### config.mk
export PLATFORM = sky130hd
export DESIGN_NAME = ldcsr_regs
export DESIGN_NICKNAME = d
export VERILOG_FILES = /design/src/design/ldcsr_pkg.sv /design/src/design/ldcsr_fault_timer.sv /design/src/design/ldcsr_regs.sv
export SDC_FILE = /design/constraint.sdc
export NUM_CORES = 1
export LEC_CHECK = 0
export BUFFER_PORTS_ARGS = -buffer_cell sky130_fd_sc_hd__buf_4
export CORE_UTILIZATION = 54
export DETAILED_ROUTE_END_ITERATION = 8
export MAX_ROUTING_LAYER = met4
export PLACE_DENSITY_LB_ADDON = 0.25
export SLEW_MARGIN = 20
export SYNTH_ARGS = -nofsm -noshare
export SYNTH_HDL_FRONTEND = slang
export SYNTH_SLANG_ARGS = --single-unit
### constraint.sdc
create_clock -name clock_in -period 4.8 [get_ports clock_in]
set_input_delay 0.72 -clock clock_in [delete_from_list [all_inputs] [get_ports clock_in]]
set_output_delay 0.72 -clock clock_in [all_outputs]
set_load 0.01 [all_outputs]
### src/design/ldcsr_pkg.sv
package ldcsr_pkg;
  localparam logic [7:0] ADDR_GLOBAL_CONTROL = 8'h01;
  localparam logic [7:0] ADDR_REFRESH_LOW = 8'h02;
  localparam logic [7:0] ADDR_REFRESH_HIGH = 8'h03;
  localparam logic [7:0] ADDR_CH_EN_UPPER = 8'h04;
  localparam logic [7:0] ADDR_CH_EN_LOWER = 8'h05;
  localparam logic [7:0] ADDR_OPEN_UPPER = 8'h06;
  localparam logic [7:0] ADDR_OPEN_LOWER = 8'h07;
  localparam logic [7:0] ADDR_SHORT_UPPER = 8'h08;
  localparam logic [7:0] ADDR_SHORT_LOWER = 8'h09;

  localparam int CTL_FAULT_PIN_BIT = 7;
  localparam int CTL_LATCH_BIT = 6;
  localparam int CTL_STH_LSB = 4;
  localparam int CTL_RAMP_LSB = 2;
  localparam int CTL_STAGGER_BIT = 1;
  localparam int CTL_CHIP_EN_BIT = 0;
  localparam int OT_FLAG_BIT = 2;

  localparam logic [7:0] CTL_RESET = 8'h40;
  localparam logic [1:0] DIV_LOW_RESET = 2'h1;
  localparam logic [7:0] DIV_HIGH_RESET = 8'h6a;
  localparam logic [9:0] DIV_RESET = {DIV_HIGH_RESET, DIV_LOW_RESET};
  localparam logic [9:0] DIV_OFF = 10'h000;
  localparam logic [15:0] CH_EN_RESET = 16'hffff;

  localparam int CLK_HZ = 10_000_000;
  localparam int CYC_PER_US = CLK_HZ / 1_000_000;
  localparam int OPEN_QUAL_US = 4000;
  localparam int HICCUP_PERIOD_US = 1000;
  localparam int RETRY_US = 32;
  localparam int STAGGER_US = 40;
  localparam int OPEN_QUAL_CYCLES = OPEN_QUAL_US * CYC_PER_US;
  localparam int HICCUP_PERIOD_CYCLES = HICCUP_PERIOD_US * CYC_PER_US;
  localparam int RETRY_CYCLES = RETRY_US * CYC_PER_US;
  localparam int STAGGER_CYCLES = STAGGER_US * CYC_PER_US;

  // refresh counter ticks at twice 127500 Hz, scaled by dimming_freq_sel / 250
  localparam longint REFRESH_BASE_HZ = 127500;
  localparam longint DIMMING_FREQ_SEL_REF_HZ = 250;
  localparam longint DIMMING_FREQ_SEL_220_HZ = 220;
  localparam longint DIMMING_FREQ_SEL_250_HZ = 250;
  localparam longint DIMMING_FREQ_SEL_280_HZ = 280;
  localparam longint DIMMING_FREQ_SEL_330_HZ = 330;
  localparam logic [5:0] TICK_220 = 6'((longint'(CLK_HZ) * DIMMING_FREQ_SEL_REF_HZ)
    / (2 * REFRESH_BASE_HZ * DIMMING_FREQ_SEL_220_HZ));
  localparam logic [5:0] TICK_250 = 6'((longint'(CLK_HZ) * DIMMING_FREQ_SEL_REF_HZ)
    / (2 * REFRESH_BASE_HZ * DIMMING_FREQ_SEL_250_HZ));
  localparam logic [5:0] TICK_280 = 6'((longint'(CLK_HZ) * DIMMING_FREQ_SEL_REF_HZ)
    / (2 * REFRESH_BASE_HZ * DIMMING_FREQ_SEL_280_HZ));
  localparam logic [5:0] TICK_330 = 6'((longint'(CLK_HZ) * DIMMING_FREQ_SEL_REF_HZ)
    / (2 * REFRESH_BASE_HZ * DIMMING_FREQ_SEL_330_HZ));

  typedef enum logic [2:0] {
    FT_WATCH = 3'h1,
    FT_OFF = 3'h2,
    FT_RETRY = 3'h4
  } ldcsr_fault_state_t;
endpackage

### src/design/ldcsr_fault_timer.sv
`timescale 1ns/1ps
module ldcsr_fault_timer
  import ldcsr_pkg::*;
#(
  parameter int QUAL_CYCLES = OPEN_QUAL_CYCLES,
  parameter int PERIOD_CYCLES = HICCUP_PERIOD_CYCLES,
  parameter int TRY_CYCLES = RETRY_CYCLES
) (
  input wire logic clock_in,
  input wire logic rst_in,
  input wire logic open_in,
  input wire logic short_in,
  input wire logic conducting_in,
  input wire logic latch_mode_in,
  input wire logic chip_en_in,
  output logic open_trip_out,
  output logic short_trip_out,
  output logic faulted_out,
  output logic retry_out
);
  localparam int CW = $clog2(QUAL_CYCLES + PERIOD_CYCLES + 1);
  ldcsr_fault_state_t state;
  logic [CW-1:0] cnt;
  logic cond;

  assign cond = open_in | short_in;
  assign faulted_out = (state != FT_WATCH);
  assign retry_out = (state == FT_RETRY);

  always_ff @(posedge clock_in) begin
    open_trip_out <= 1'b0;
    short_trip_out <= 1'b0;
    if (rst_in) begin
      state <= FT_WATCH;
      cnt <= '0;
    end else begin
      case (state)
        FT_WATCH: begin
          // RULE19 qualify fault time
          if (conducting_in && cond) begin
            if (cnt == CW'(QUAL_CYCLES - 1)) begin
              state <= FT_OFF;
              cnt <= '0;
              open_trip_out <= open_in;
              short_trip_out <= short_in;
            end else begin
              cnt <= cnt + 1'b1;
            end
          end else begin
            cnt <= '0;
          end
        end
        FT_OFF: begin
          // RULE18 latched off until disable
          if (!chip_en_in) begin
            state <= FT_WATCH;
            cnt <= '0;
          end else if (!latch_mode_in) begin
            // RULE17 retry each period
            if (cnt == CW'(PERIOD_CYCLES - 1)) begin
              state <= FT_RETRY;
              cnt <= '0;
            end else begin
              cnt <= cnt + 1'b1;
            end
          end
        end
        FT_RETRY: begin
          if (!chip_en_in) begin
            state <= FT_WATCH;
            cnt <= '0;
          end else if (cnt == CW'(TRY_CYCLES - 1)) begin
            state <= cond ? FT_OFF : FT_WATCH;
            cnt <= '0;
          end else begin
            cnt <= cnt + 1'b1;
          end
        end
        default: begin
          state <= FT_WATCH;
          cnt <= '0;
        end
      endcase
    end
  end

  a_latch_holds_off: assert property ( // RULE18
    @(posedge clock_in) disable iff (rst_in)
    (state == FT_OFF && latch_mode_in && chip_en_in) |=> state == FT_OFF
  ) else $error("latch-off channel left the off state");

  a_retry_window: assert property ( // RULE17
    @(posedge clock_in) disable iff (rst_in)
    ($rose(retry_out) && chip_en_in) |-> retry_out [*8]
  ) else $error("hiccup retry window ended too early");
endmodule

### src/design/ldcsr_regs.sv
`timescale 1ns/1ps
// Function
// RULE1 - control bit 7 picks refresh output or active-low fault pin
// RULE2 - control bit 6, reset 1, picks latch-off; 0 gives hiccup retry
// RULE3 - bits 5:4 pick short threshold 2V, 3V, 4V or 5V
// RULE4 - bits 3:2 pick current ramp: none, 5, 10 or 20 us
// RULE5 - stagger bit makes each channel start 40 us after previous one
// RULE6 - control bit 0 is chip enable; channels run only while set
// RULE7 - register refresh_low_and_overtemp bit 2 is sticky read-only over-temperature flag
// RULE8 - divisor low bits in refresh_low_and_overtemp (reset 01), high bits refresh_divisor_high (6A)
// RULE9 - divisor zero holds the refresh pin constantly high
// RULE10 - nonzero divisor gives 127500/divisor Hz, scaled by dimming_freq_sel/250
// RULE11 - low divisor bits wait; writing high byte commits all ten
// RULE12 - reset divisor and dimming rate give 300 Hz refresh
// RULE13 - channel enables in channel_enable_upper and channel_enable_lower, reset to one
// RULE14 - open-load flags in open_fault_upper and open_fault_lower, highest channel first
// RULE15 - short flags in short_fault_upper and short_fault_lower, highest channel first
// RULE16 - reading a flag clears it; fault pin then released (hiccup mode: pin stays low while any channel is faulted, whatever is read)
// RULE17 - hiccup mode retries a faulted channel 32 us every 1 ms
// RULE18 - latch-off keeps faulted channel off until chip disabled
// RULE19 - open or short must persist 4 ms before tripping
// RULE20 - refresh counter reloads from committed divisor, toggles at end
module ldcsr_regs
  import ldcsr_pkg::*;
#(
  parameter int CHANNELS = 16,
  parameter int QUAL_CYCLES = OPEN_QUAL_CYCLES,
  parameter int PERIOD_CYCLES = HICCUP_PERIOD_CYCLES
) (
  input wire logic clock_in,
  input wire logic rst_in,
  input wire logic [7:0] reg_addr_in,
  input wire logic reg_wr_in,
  input wire logic reg_rd_in,
  input wire logic [7:0] reg_wdata_in,
  output logic [7:0] reg_rdata_out,
  input wire logic [1:0] dimming_freq_sel_in,
  input wire logic dim_period_start_in,
  input wire logic [CHANNELS-1:0] open_detect_in,
  input wire logic [CHANNELS-1:0] short_detect_in,
  input wire logic overtemp_in,
  output logic [CHANNELS-1:0] channel_on_out,
  output logic [CHANNELS-1:0] channel_start_out,
  output logic [1:0] short_threshold_sel_out,
  output logic [1:0] ramp_rate_sel_out,
  output logic refresh_fault_pin_out,
  output logic refresh_fault_pin_oe_out
);
  localparam int SW = 2 * CHANNELS + 1;
  localparam int STAG_GAP = STAGGER_CYCLES;
  localparam int SCW = $clog2(STAGGER_CYCLES + 1);
  logic [7:0] ctrl;
  logic [1:0] div_low_pending;
  logic [9:0] refresh_divisor;
  logic [CHANNELS-1:0] channel_enable_bits;
  logic [CHANNELS-1:0] open_load_flags;
  logic [CHANNELS-1:0] shorted_led_flags;
  logic overtemp_flag;
  logic [SW-1:0] sync1, sync2, sync3, det;
  logic [CHANNELS-1:0] open_det, short_det, open_set, short_set;
  logic [CHANNELS-1:0] open_clr, short_clr, faulted, retry;
  logic otp_active;
  logic fault_pin_select, latch_mode, phase_stagger_enable, chip_en;
  logic wr_ctrl, wr_low, wr_high, rd_hit;
  logic [5:0] pre_cnt, tick_max;
  logic tick;
  logic [9:0] refresh_cnt;
  logic refresh_level;
  logic fault_low;
  logic next_pin_out, next_pin_oe;
  logic [CHANNELS-1:0] next_channel_on;
  logic stag_active;
  logic [3:0] stag_idx;
  logic [SCW-1:0] stag_cnt;
  logic [7:0] next_rdata;
  assign fault_pin_select = ctrl[CTL_FAULT_PIN_BIT];
  assign latch_mode = ctrl[CTL_LATCH_BIT];
  assign phase_stagger_enable = ctrl[CTL_STAGGER_BIT];
  assign chip_en = ctrl[CTL_CHIP_EN_BIT];
  // RULE3 threshold select out
  assign short_threshold_sel_out = ctrl[CTL_STH_LSB +: 2];
  // RULE4 ramp select out
  assign ramp_rate_sel_out = ctrl[CTL_RAMP_LSB +: 2];

  assign wr_ctrl = reg_wr_in && (reg_addr_in == ADDR_GLOBAL_CONTROL);
  assign wr_low = reg_wr_in && (reg_addr_in == ADDR_REFRESH_LOW);
  assign wr_high = reg_wr_in && (reg_addr_in == ADDR_REFRESH_HIGH);
  // pin inputs: three stages, change taken when stages 2 and 3 agree
  always_ff @(posedge clock_in) begin
    if (rst_in) begin
      sync1 <= '0;
      sync2 <= '0;
      sync3 <= '0;
      det <= '0;
    end else begin
      sync1 <= {overtemp_in, short_detect_in, open_detect_in};
      sync2 <= sync1;
      sync3 <= sync2;
      det <= (sync2 & sync3) | (det & (sync2 ^ sync3));
    end
  end
  assign open_det = det[CHANNELS-1:0];
  assign short_det = det[2*CHANNELS-1:CHANNELS];
  assign otp_active = det[SW-1];
  // control register
  always_ff @(posedge clock_in) begin
    if (rst_in) begin
      ctrl <= CTL_RESET;
    end else if (wr_ctrl) begin
      // RULE1 RULE2 RULE6 control writes
      ctrl <= reg_wdata_in;
    end
  end
  // divisor with pending low bits
  always_ff @(posedge clock_in) begin
    if (rst_in) begin
      // RULE8 RULE12 divisor reset
      div_low_pending <= DIV_LOW_RESET;
      refresh_divisor <= DIV_RESET;
    end else begin
      // RULE11 low bits wait for high byte
      if (wr_low) begin
        div_low_pending <= reg_wdata_in[1:0];
      end
      if (wr_high) begin
        refresh_divisor <= {reg_wdata_in, div_low_pending};
      end
    end
  end
  // channel enables
  always_ff @(posedge clock_in) begin
    if (rst_in) begin
      channel_enable_bits <= CH_EN_RESET;
    end else if (reg_wr_in) begin
      // RULE13 enable bytes
      if (reg_addr_in == ADDR_CH_EN_UPPER) begin
        channel_enable_bits[15:8] <= reg_wdata_in;
      end else if (reg_addr_in == ADDR_CH_EN_LOWER) begin
        channel_enable_bits[7:0] <= reg_wdata_in;
      end
    end
  end
  // per-channel fault timers
  genvar gi;
  generate
    for (gi = 0; gi < CHANNELS; gi++) begin : g_ch
      ldcsr_fault_timer #(
        .QUAL_CYCLES(QUAL_CYCLES),
        .PERIOD_CYCLES(PERIOD_CYCLES),
        .TRY_CYCLES(RETRY_CYCLES)
      ) u_timer (
        .clock_in(clock_in),
        .rst_in(rst_in),
        .open_in(open_det[gi]),
        .short_in(short_det[gi]),
        .conducting_in(chip_en && channel_enable_bits[gi] && !otp_active),
        .latch_mode_in(latch_mode),
        .chip_en_in(chip_en),
        .open_trip_out(open_set[gi]),
        .short_trip_out(short_set[gi]),
        .faulted_out(faulted[gi]),
        .retry_out(retry[gi])
      );
      // RULE6 RULE17 RULE18 channel gating
      assign next_channel_on[gi] = chip_en && channel_enable_bits[gi]
        && !otp_active && (!faulted[gi] || retry[gi]);
    end
  endgenerate
  // clear-on-read of the flag byte actually returned
  always_comb begin
    open_clr = '0;
    short_clr = '0;
    if (reg_rd_in) begin
      if (reg_addr_in == ADDR_OPEN_UPPER) begin
        open_clr[15:8] = open_load_flags[15:8];
      end else if (reg_addr_in == ADDR_OPEN_LOWER) begin
        open_clr[7:0] = open_load_flags[7:0];
      end else if (reg_addr_in == ADDR_SHORT_UPPER) begin
        short_clr[15:8] = shorted_led_flags[15:8];
      end else if (reg_addr_in == ADDR_SHORT_LOWER) begin
        short_clr[7:0] = shorted_led_flags[7:0];
      end
    end
  end
  // fault flags, set wins over clear
  always_ff @(posedge clock_in) begin
    if (rst_in) begin
      open_load_flags <= '0;
      shorted_led_flags <= '0;
      overtemp_flag <= 1'b0;
    end else begin
      // RULE14 RULE15 RULE16 sticky flags
      open_load_flags <= (open_load_flags & ~open_clr) | open_set;
      shorted_led_flags <= (shorted_led_flags & ~short_clr) | short_set;
      // RULE7 sticky overtemp
      overtemp_flag <= overtemp_flag | otp_active;
    end
  end
  // register read
  always_comb begin
    next_rdata = 8'h00;
    rd_hit = reg_rd_in;
    if (reg_addr_in == ADDR_GLOBAL_CONTROL) begin
      next_rdata = ctrl;
    end else if (reg_addr_in == ADDR_REFRESH_LOW) begin
      next_rdata[OT_FLAG_BIT] = overtemp_flag;
      next_rdata[1:0] = div_low_pending;
    end else if (reg_addr_in == ADDR_REFRESH_HIGH) begin
      next_rdata = refresh_divisor[9:2];
    end else if (reg_addr_in == ADDR_CH_EN_UPPER) begin
      next_rdata = channel_enable_bits[15:8];
    end else if (reg_addr_in == ADDR_CH_EN_LOWER) begin
      next_rdata = channel_enable_bits[7:0];
    end else if (reg_addr_in == ADDR_OPEN_UPPER) begin
      next_rdata = open_load_flags[15:8];
    end else if (reg_addr_in == ADDR_OPEN_LOWER) begin
      next_rdata = open_load_flags[7:0];
    end else if (reg_addr_in == ADDR_SHORT_UPPER) begin
      next_rdata = shorted_led_flags[15:8];
    end else if (reg_addr_in == ADDR_SHORT_LOWER) begin
      next_rdata = shorted_led_flags[7:0];
    end
  end

  always_ff @(posedge clock_in) begin
    if (rst_in) begin
      reg_rdata_out <= 8'h00;
    end else if (rd_hit) begin
      reg_rdata_out <= next_rdata;
    end
  end

  // refresh tick prescaler, rate follows dimming frequency
  always_comb begin
    case (dimming_freq_sel_in)
      2'h0: tick_max = TICK_220 - 6'h01;
      2'h1: tick_max = TICK_250 - 6'h01;
      2'h2: tick_max = TICK_280 - 6'h01;
      default: tick_max = TICK_330 - 6'h01;
    endcase
  end
  assign tick = (pre_cnt >= tick_max);

  always_ff @(posedge clock_in) begin
    if (rst_in || wr_high || tick) begin
      pre_cnt <= 6'h00;
    end else begin
      pre_cnt <= pre_cnt + 6'h01;
    end
  end

  // RULE10 RULE20 half period of divisor ticks
  always_ff @(posedge clock_in) begin
    if (rst_in) begin
      refresh_cnt <= DIV_RESET;
      refresh_level <= 1'b1;
    end else if (wr_high) begin
      refresh_cnt <= {reg_wdata_in, div_low_pending};
      refresh_level <= 1'b1;
    end else if (tick) begin
      if (refresh_cnt <= 10'h001) begin
        refresh_cnt <= refresh_divisor;
        refresh_level <= !refresh_level;
      end else begin
        refresh_cnt <= refresh_cnt - 10'h001;
      end
    end
  end

  // RULE16 RULE17 pin low conditions per mode
  assign fault_low = otp_active || (latch_mode
    ? (|open_load_flags || |shorted_led_flags) : |faulted);

  always_comb begin
    if (fault_pin_select) begin
      next_pin_out = 1'b0;
      next_pin_oe = fault_low;
    end else begin
      next_pin_oe = 1'b1;
      // RULE9 zero divisor holds high
      next_pin_out = (refresh_divisor == DIV_OFF) ? 1'b1 : refresh_level;
    end
  end

  always_ff @(posedge clock_in) begin
    if (rst_in) begin
      refresh_fault_pin_out <= 1'b1;
      refresh_fault_pin_oe_out <= 1'b1;
      channel_on_out <= '0;
    end else begin
      // RULE1 pin function select
      refresh_fault_pin_out <= next_pin_out;
      refresh_fault_pin_oe_out <= next_pin_oe;
      channel_on_out <= next_channel_on;
    end
  end

  // RULE5 staggered channel starts
  always_ff @(posedge clock_in) begin
    if (rst_in || !chip_en) begin
      channel_start_out <= '0;
      stag_active <= 1'b0;
      stag_idx <= 4'h0;
      stag_cnt <= '0;
    end else if (dim_period_start_in) begin
      channel_start_out <= phase_stagger_enable ? CHANNELS'(1) : '1;
      stag_active <= phase_stagger_enable;
      stag_idx <= 4'h1;
      stag_cnt <= '0;
    end else if (stag_active && stag_cnt == SCW'(STAGGER_CYCLES - 1)) begin
      channel_start_out <= CHANNELS'(1) << stag_idx;
      stag_idx <= stag_idx + 4'h1;
      stag_active <= (stag_idx != 4'hf);
      stag_cnt <= '0;
    end else begin
      channel_start_out <= '0;
      stag_cnt <= stag_active ? stag_cnt + 1'b1 : '0;
    end
  end

  a_pin_fault_mode: assert property ( // RULE1
    @(posedge clock_in) disable iff (rst_in)
    (fault_pin_select && fault_low) |=>
      (!refresh_fault_pin_out && refresh_fault_pin_oe_out)
  ) else $error("fault pin not pulled low in fault mode");
  a_pin_zero_div: assert property ( // RULE9
    @(posedge clock_in) disable iff (rst_in)
    (!fault_pin_select && refresh_divisor == DIV_OFF) [*2] |->
      (refresh_fault_pin_out && refresh_fault_pin_oe_out)
  ) else $error("refresh pin not high with zero divisor");
  a_low_held: assert property ( // RULE11
    @(posedge clock_in) disable iff (rst_in)
    (wr_low && !wr_high) |=> $stable(refresh_divisor)
  ) else $error("low divisor write changed the divisor");
  a_high_commit: assert property ( // RULE11
    @(posedge clock_in) disable iff (rst_in)
    wr_high |=> refresh_divisor == {$past(reg_wdata_in), $past(div_low_pending)}
  ) else $error("high divisor write did not commit");
  a_chip_off: assert property ( // RULE6
    @(posedge clock_in) disable iff (rst_in)
    !chip_en |=> channel_on_out == '0
  ) else $error("channel on while chip disabled");
  a_otp_flag: assert property ( // RULE7
    @(posedge clock_in) disable iff (rst_in)
    otp_active |=> overtemp_flag ##1 overtemp_flag
  ) else $error("overtemp flag not set");
  a_read_clears: assert property ( // RULE16
    @(posedge clock_in) disable iff (rst_in)
    (reg_rd_in && reg_addr_in == ADDR_OPEN_LOWER && open_set[7:0] == 8'h00)
      |=> open_load_flags[7:0] == 8'h00
  ) else $error("open flags not cleared by read");
  a_enable_write: assert property ( // RULE13
    @(posedge clock_in) disable iff (rst_in)
    (reg_wr_in && reg_addr_in == ADDR_CH_EN_LOWER) |=>
      channel_enable_bits[7:0] == $past(reg_wdata_in)
  ) else $error("channel enable write lost");
  a_stagger_gap: assert property ( // RULE5
    @(posedge clock_in) disable iff (rst_in)
    (channel_start_out == CHANNELS'(1) && stag_active && chip_en
      && !dim_period_start_in) |->
      ##[STAG_GAP:STAG_GAP] (channel_start_out[1] || !chip_en
      || $past(dim_period_start_in))
  ) else $error("second channel start not 40 us later");
  a_threshold_out: assert property ( // RULE3
    @(posedge clock_in) disable iff (rst_in)
    wr_ctrl |=> short_threshold_sel_out == $past(reg_wdata_in[5:4])
      && ramp_rate_sel_out == $past(reg_wdata_in[3:2])
  ) else $error("threshold or ramp select not updated");
endmodule

==> summary.txt <==
Run status
  • Status: complete, no violations

Global routing
  • Gr ovfl total: 0
  • First-pass GRT wire length: 108000 um
  • Vias in the first global route: 21398
  • Largest net degree at the start of global routing: 144
  • GR Util All Layers: 26.6%
  • Initial antenna violation count: 0

Critical path
  • Endpoint type of the worst setup path: flip-flop
  • Worst path cell trace: nand2b_1 -> nor2_1 -> buf_4 -> nand2_1 -> nor4_1 -> and2_1
  • Critical path arrival: 3.85 ns
  • R2R setup slack: 1.49 ns
  • Kind of critical path: flip-flop to flip-flop
  • Reg2reg end: g_ch[12].u_timer.short_trip_out$_SDFF_PP0_
  • CP startpoint: ctrl[0]$_SDFFE_PP0P_
  • Critical path depth: 6
  • Critical Path RT: 5.34 ns
  • Crit path to: g_ch[12].u_timer.short_trip_out$_SDFF_PP0_
  • Top delay family on crit path: simple AND/OR/NAND/NOR gates
  • Worst path bufs/invs: 1
  • FF-to-FF path depth: 6
  • Crit-path slowest cell: dfxtp_1
  • Critical path launch point type: flip-flop
  • Critical R2R Launch: ctrl[0]$_SDFFE_PP0P_
  • Max stage delay on crit path: 0.88 ns
  • Worst-path fanout max: 17

Floorplan
  • Die Y: 228 um
  • Initial Util: 54.8%
  • Die X-Extent: 228 um
  • FP Rows: 82
  • Die ar.: 0.0518 mm^2
  • Ports: 102
  • Core ar.: 0.0502 mm^2

Placement
  • # port buffers: 101
  • GPL Wtd Cong: 0.924
  • Placed insts: 3830
  • DP Wirelength: 47100 um

Route
  • Via/cell ratio: 5.80
  • Final wirelength: 66800 um
  • Metal-1 WL: 29800 um
  • Antenna-violating nets left: 0
  • Top routing layer in use: met4
  • Drt wl/cell: 16.9 um
  • Initial DRC Count: 1833
  • DR WL met3: 3960 um
  • Drt pass-1 iters: 6
  • Via count: 22901
  • Drc violations: 0
  • Met2 wire len: 31000 um

Clock tree
  • Root buffer cell: clkbuf_16
  • Clk_lat worst skew: 0.61 ns
  • Num CTS Buffers: 66
  • CTS H-Tree Depth: 3
  • CTS tree: built
  • Clock buffer depth: 3
  • Post-CTS setup buffers: 0
  • CTS clk-pin slew, worst paths: 0.06 ns
  • Cts repair resizes: 0
  • CTS sink count: 610
  • Hold Buf Count CTS: 0

Synth
  • Distinct cells, synth: 101
  • Synth Cell Area: 0.0275 mm^2
  • Synth Net Count: 3299
  • Most common cell in the netlist: dfxtp_1
  • Cell count after synthesis: 3176
  • Leading area contributor after synthesis: dfxtp_1
  • Synth top area cells: dfxtp_1 44%, nor2_1 6.5%, xor2_1 5.0%
  • Post-synth top cells: 610 x dfxtp_1, 478 x nor2_1, 276 x nand2_1
  • Async SR Flop Fraction: 0%
  • Post-synth EDFFs: 0
  • Synth Area per Inst: 8.65 um^2
  • Synth top area share: 44.4%
  • Sequential share of the synthesized area: 44.4%
  • Synth Register Bits: 610
  • Synth Flop Type: dfxtp_1
  • Synth Warn #: 0

Min path
  • Hold Path Class: primary input to flip-flop

STA
  • Setup TNS: 0 ns
  • Max_slew headroom: 29.5%
  • Clk_skew: 0.0239 ns
  • Fin crit period: 3.31 ns
  • RSZ-0062 raised after global routing: no
  • Setup Viol. Count Final: 0
  • Hold Violations, Final: 0
  • Worst Tran Pin Value: 1.05 ns
  • FMAX: 0.302 GHz
  • Slew Limit Fails: 0
  • Tcrit/Tclk final: 69.0%

Power and ir drop
  • Lkg Pwr: 0.0111 uW
  • Pwr Density: 372 mW/mm^2
  • Peak supply drop: 0.255 mV

Final layout
  • Final std cells w/o fill: 3946
  • Diode count: 0
  • Layout cells sized above 1: 8.67%
  • Layout area overhead: 11.9%
  • Fillcell total: 4301
  • Nets: 3349

Run
  • Max_cap viols: 0
## flip-flops by register name, summed over array words and instances, names as in the netlist, 8 cells and up
name,count
sync3,33
g_ch.u_timer.state,48
g_ch.u_timer.open_trip_out,16
sync2,33
channel_enable_bits,16
g_ch.u_timer.short_trip_out,16
sync1,33
refresh_cnt,10
channel_start_out,16
stag_cnt,9
refresh_divisor,10
reg_rdata_out,8
g_ch.u_timer.cnt,256
open_load_flags,16
det,33
ctrl,8
channel_on_out,16
shorted_led_flags,16
## cells by family (layout without fill, tap and decap cells)
kind of cell	Yosys count	count (layout)	synth area share, %
compound gates	439	439	10.4
simple gates	1565	1565	29.1
xor+xnor	260	260	8.29
mux	47	47	1.75
buf+inv	188	286	2.96
fa+ha+maj	67	67	3.05
flops	610	610	44.4
## placed cells by master, fill, tap and decap left out, drive strengths merged, types with 9 or more instances in the layout
| master | instances |
|---|---|
| dfxtp | 610 |
| nor2 | 488 |
| nand2 | 276 |
| a21oi | 184 |
| nand3 | 161 |
| xor2 | 157 |
| nor2b | 122 |
| buf | 115 |
| xnor2 | 103 |
| nor3 | 91 |
| clkbuf | 90 |
| nand4 | 77 |
| ha | 67 |
| o21ai | 62 |
| inv | 58 |
| and3 | 55 |
| nand2b | 43 |
| nor4 | 42 |
| mux2i | 39 |
| and2 | 36 |
| nor4b | 30 |
| or3 | 24 |
| nor3b | 21 |
| a31oi | 21 |
| or4 | 20 |
| nand3b | 19 |
| o211ai | 15 |
| clkinv | 15 |
| o22ai | 14 |
| a21o | 13 |
| a22oi | 12 |
| a311oi | 11 |
| nor4bb | 10 |
| a211oi | 9 |
| and4 | 9 |
| o31ai | 9 |
## final cells by class
cell class / count / area, um^2 / share of cell area [%]
Clock buffer: 89 / 1850 / 6.01
Clock inverter: 27 / 308 / 1.00
Inverter: 54 / 203 / 0.659
Multi-Input combinational cell: 2378 / 14500 / 47.0
Sequential cell: 610 / 12200 / 39.7
Tap cell: 672 / 841 / 2.73
Timing Repair Buffer: 116 / 890 / 2.89
## how the worst min path moves through the flow
| stage | start | to | slack, ns | cells past startpoint |
|---|---|---|---|---|
| finish | short_detect_in[0] | sync1[16]$_SDFF_PP0_ | 0.33 | 2 |
| floorplan | ctrl[7]$_SDFFE_PP0P_ | refresh_fault_pin_oe_out$_SDFF_PP1_ | 0.41 | 1 |
| global route | short_detect_in[13] | sync1[29]$_SDFF_PP0_ | 0.31 | 2 |
| CTS | short_detect_in[0] | sync1[16]$_SDFF_PP0_ | 0.30 | 2 |
| detailed placement | sync1[1]$_SDFF_PP0_ | sync2[1]$_SDFF_PP0_ | 0.43 | 1 |
| global placement | g_ch[13].u_timer.open_trip_out$_SDFF_PP0_ | open_load_flags[13]$_SDFF_PP0_ | 0.42 | 2 |
## through the flow
stage	power, uW	area, um^2	hold slack [ns]	util (%)	setup slack [ns]
final	11400	30800	0.331	61.3	1.49
after global routing	11900	30800	0.310	61.3	1.20
after CTS	11500	30800	0.301	61.3	1.49
after detailed placement	6470	28600	0.427	57.0	1.51
after global placement	6430	28600	0.419	57.0	1.70
after floorplan	6210	27500	0.408	-	2.04
## power breakdown
part	switching (uW)	leakage, uW	internal (uW)
registers	217	0.00494	5200
logic	527	0.00506	442
clock network	2020	0.00107	3030
## routing by layer
layer / vias up / track usage (%)
met5: - / -
met4: 0 / 8.79
met3: 160 / 4.21
met2: 713 / 42.8
met1: 10842 / 34.0
li1: 11186 / -
Power figures use the tool's default switching activity.
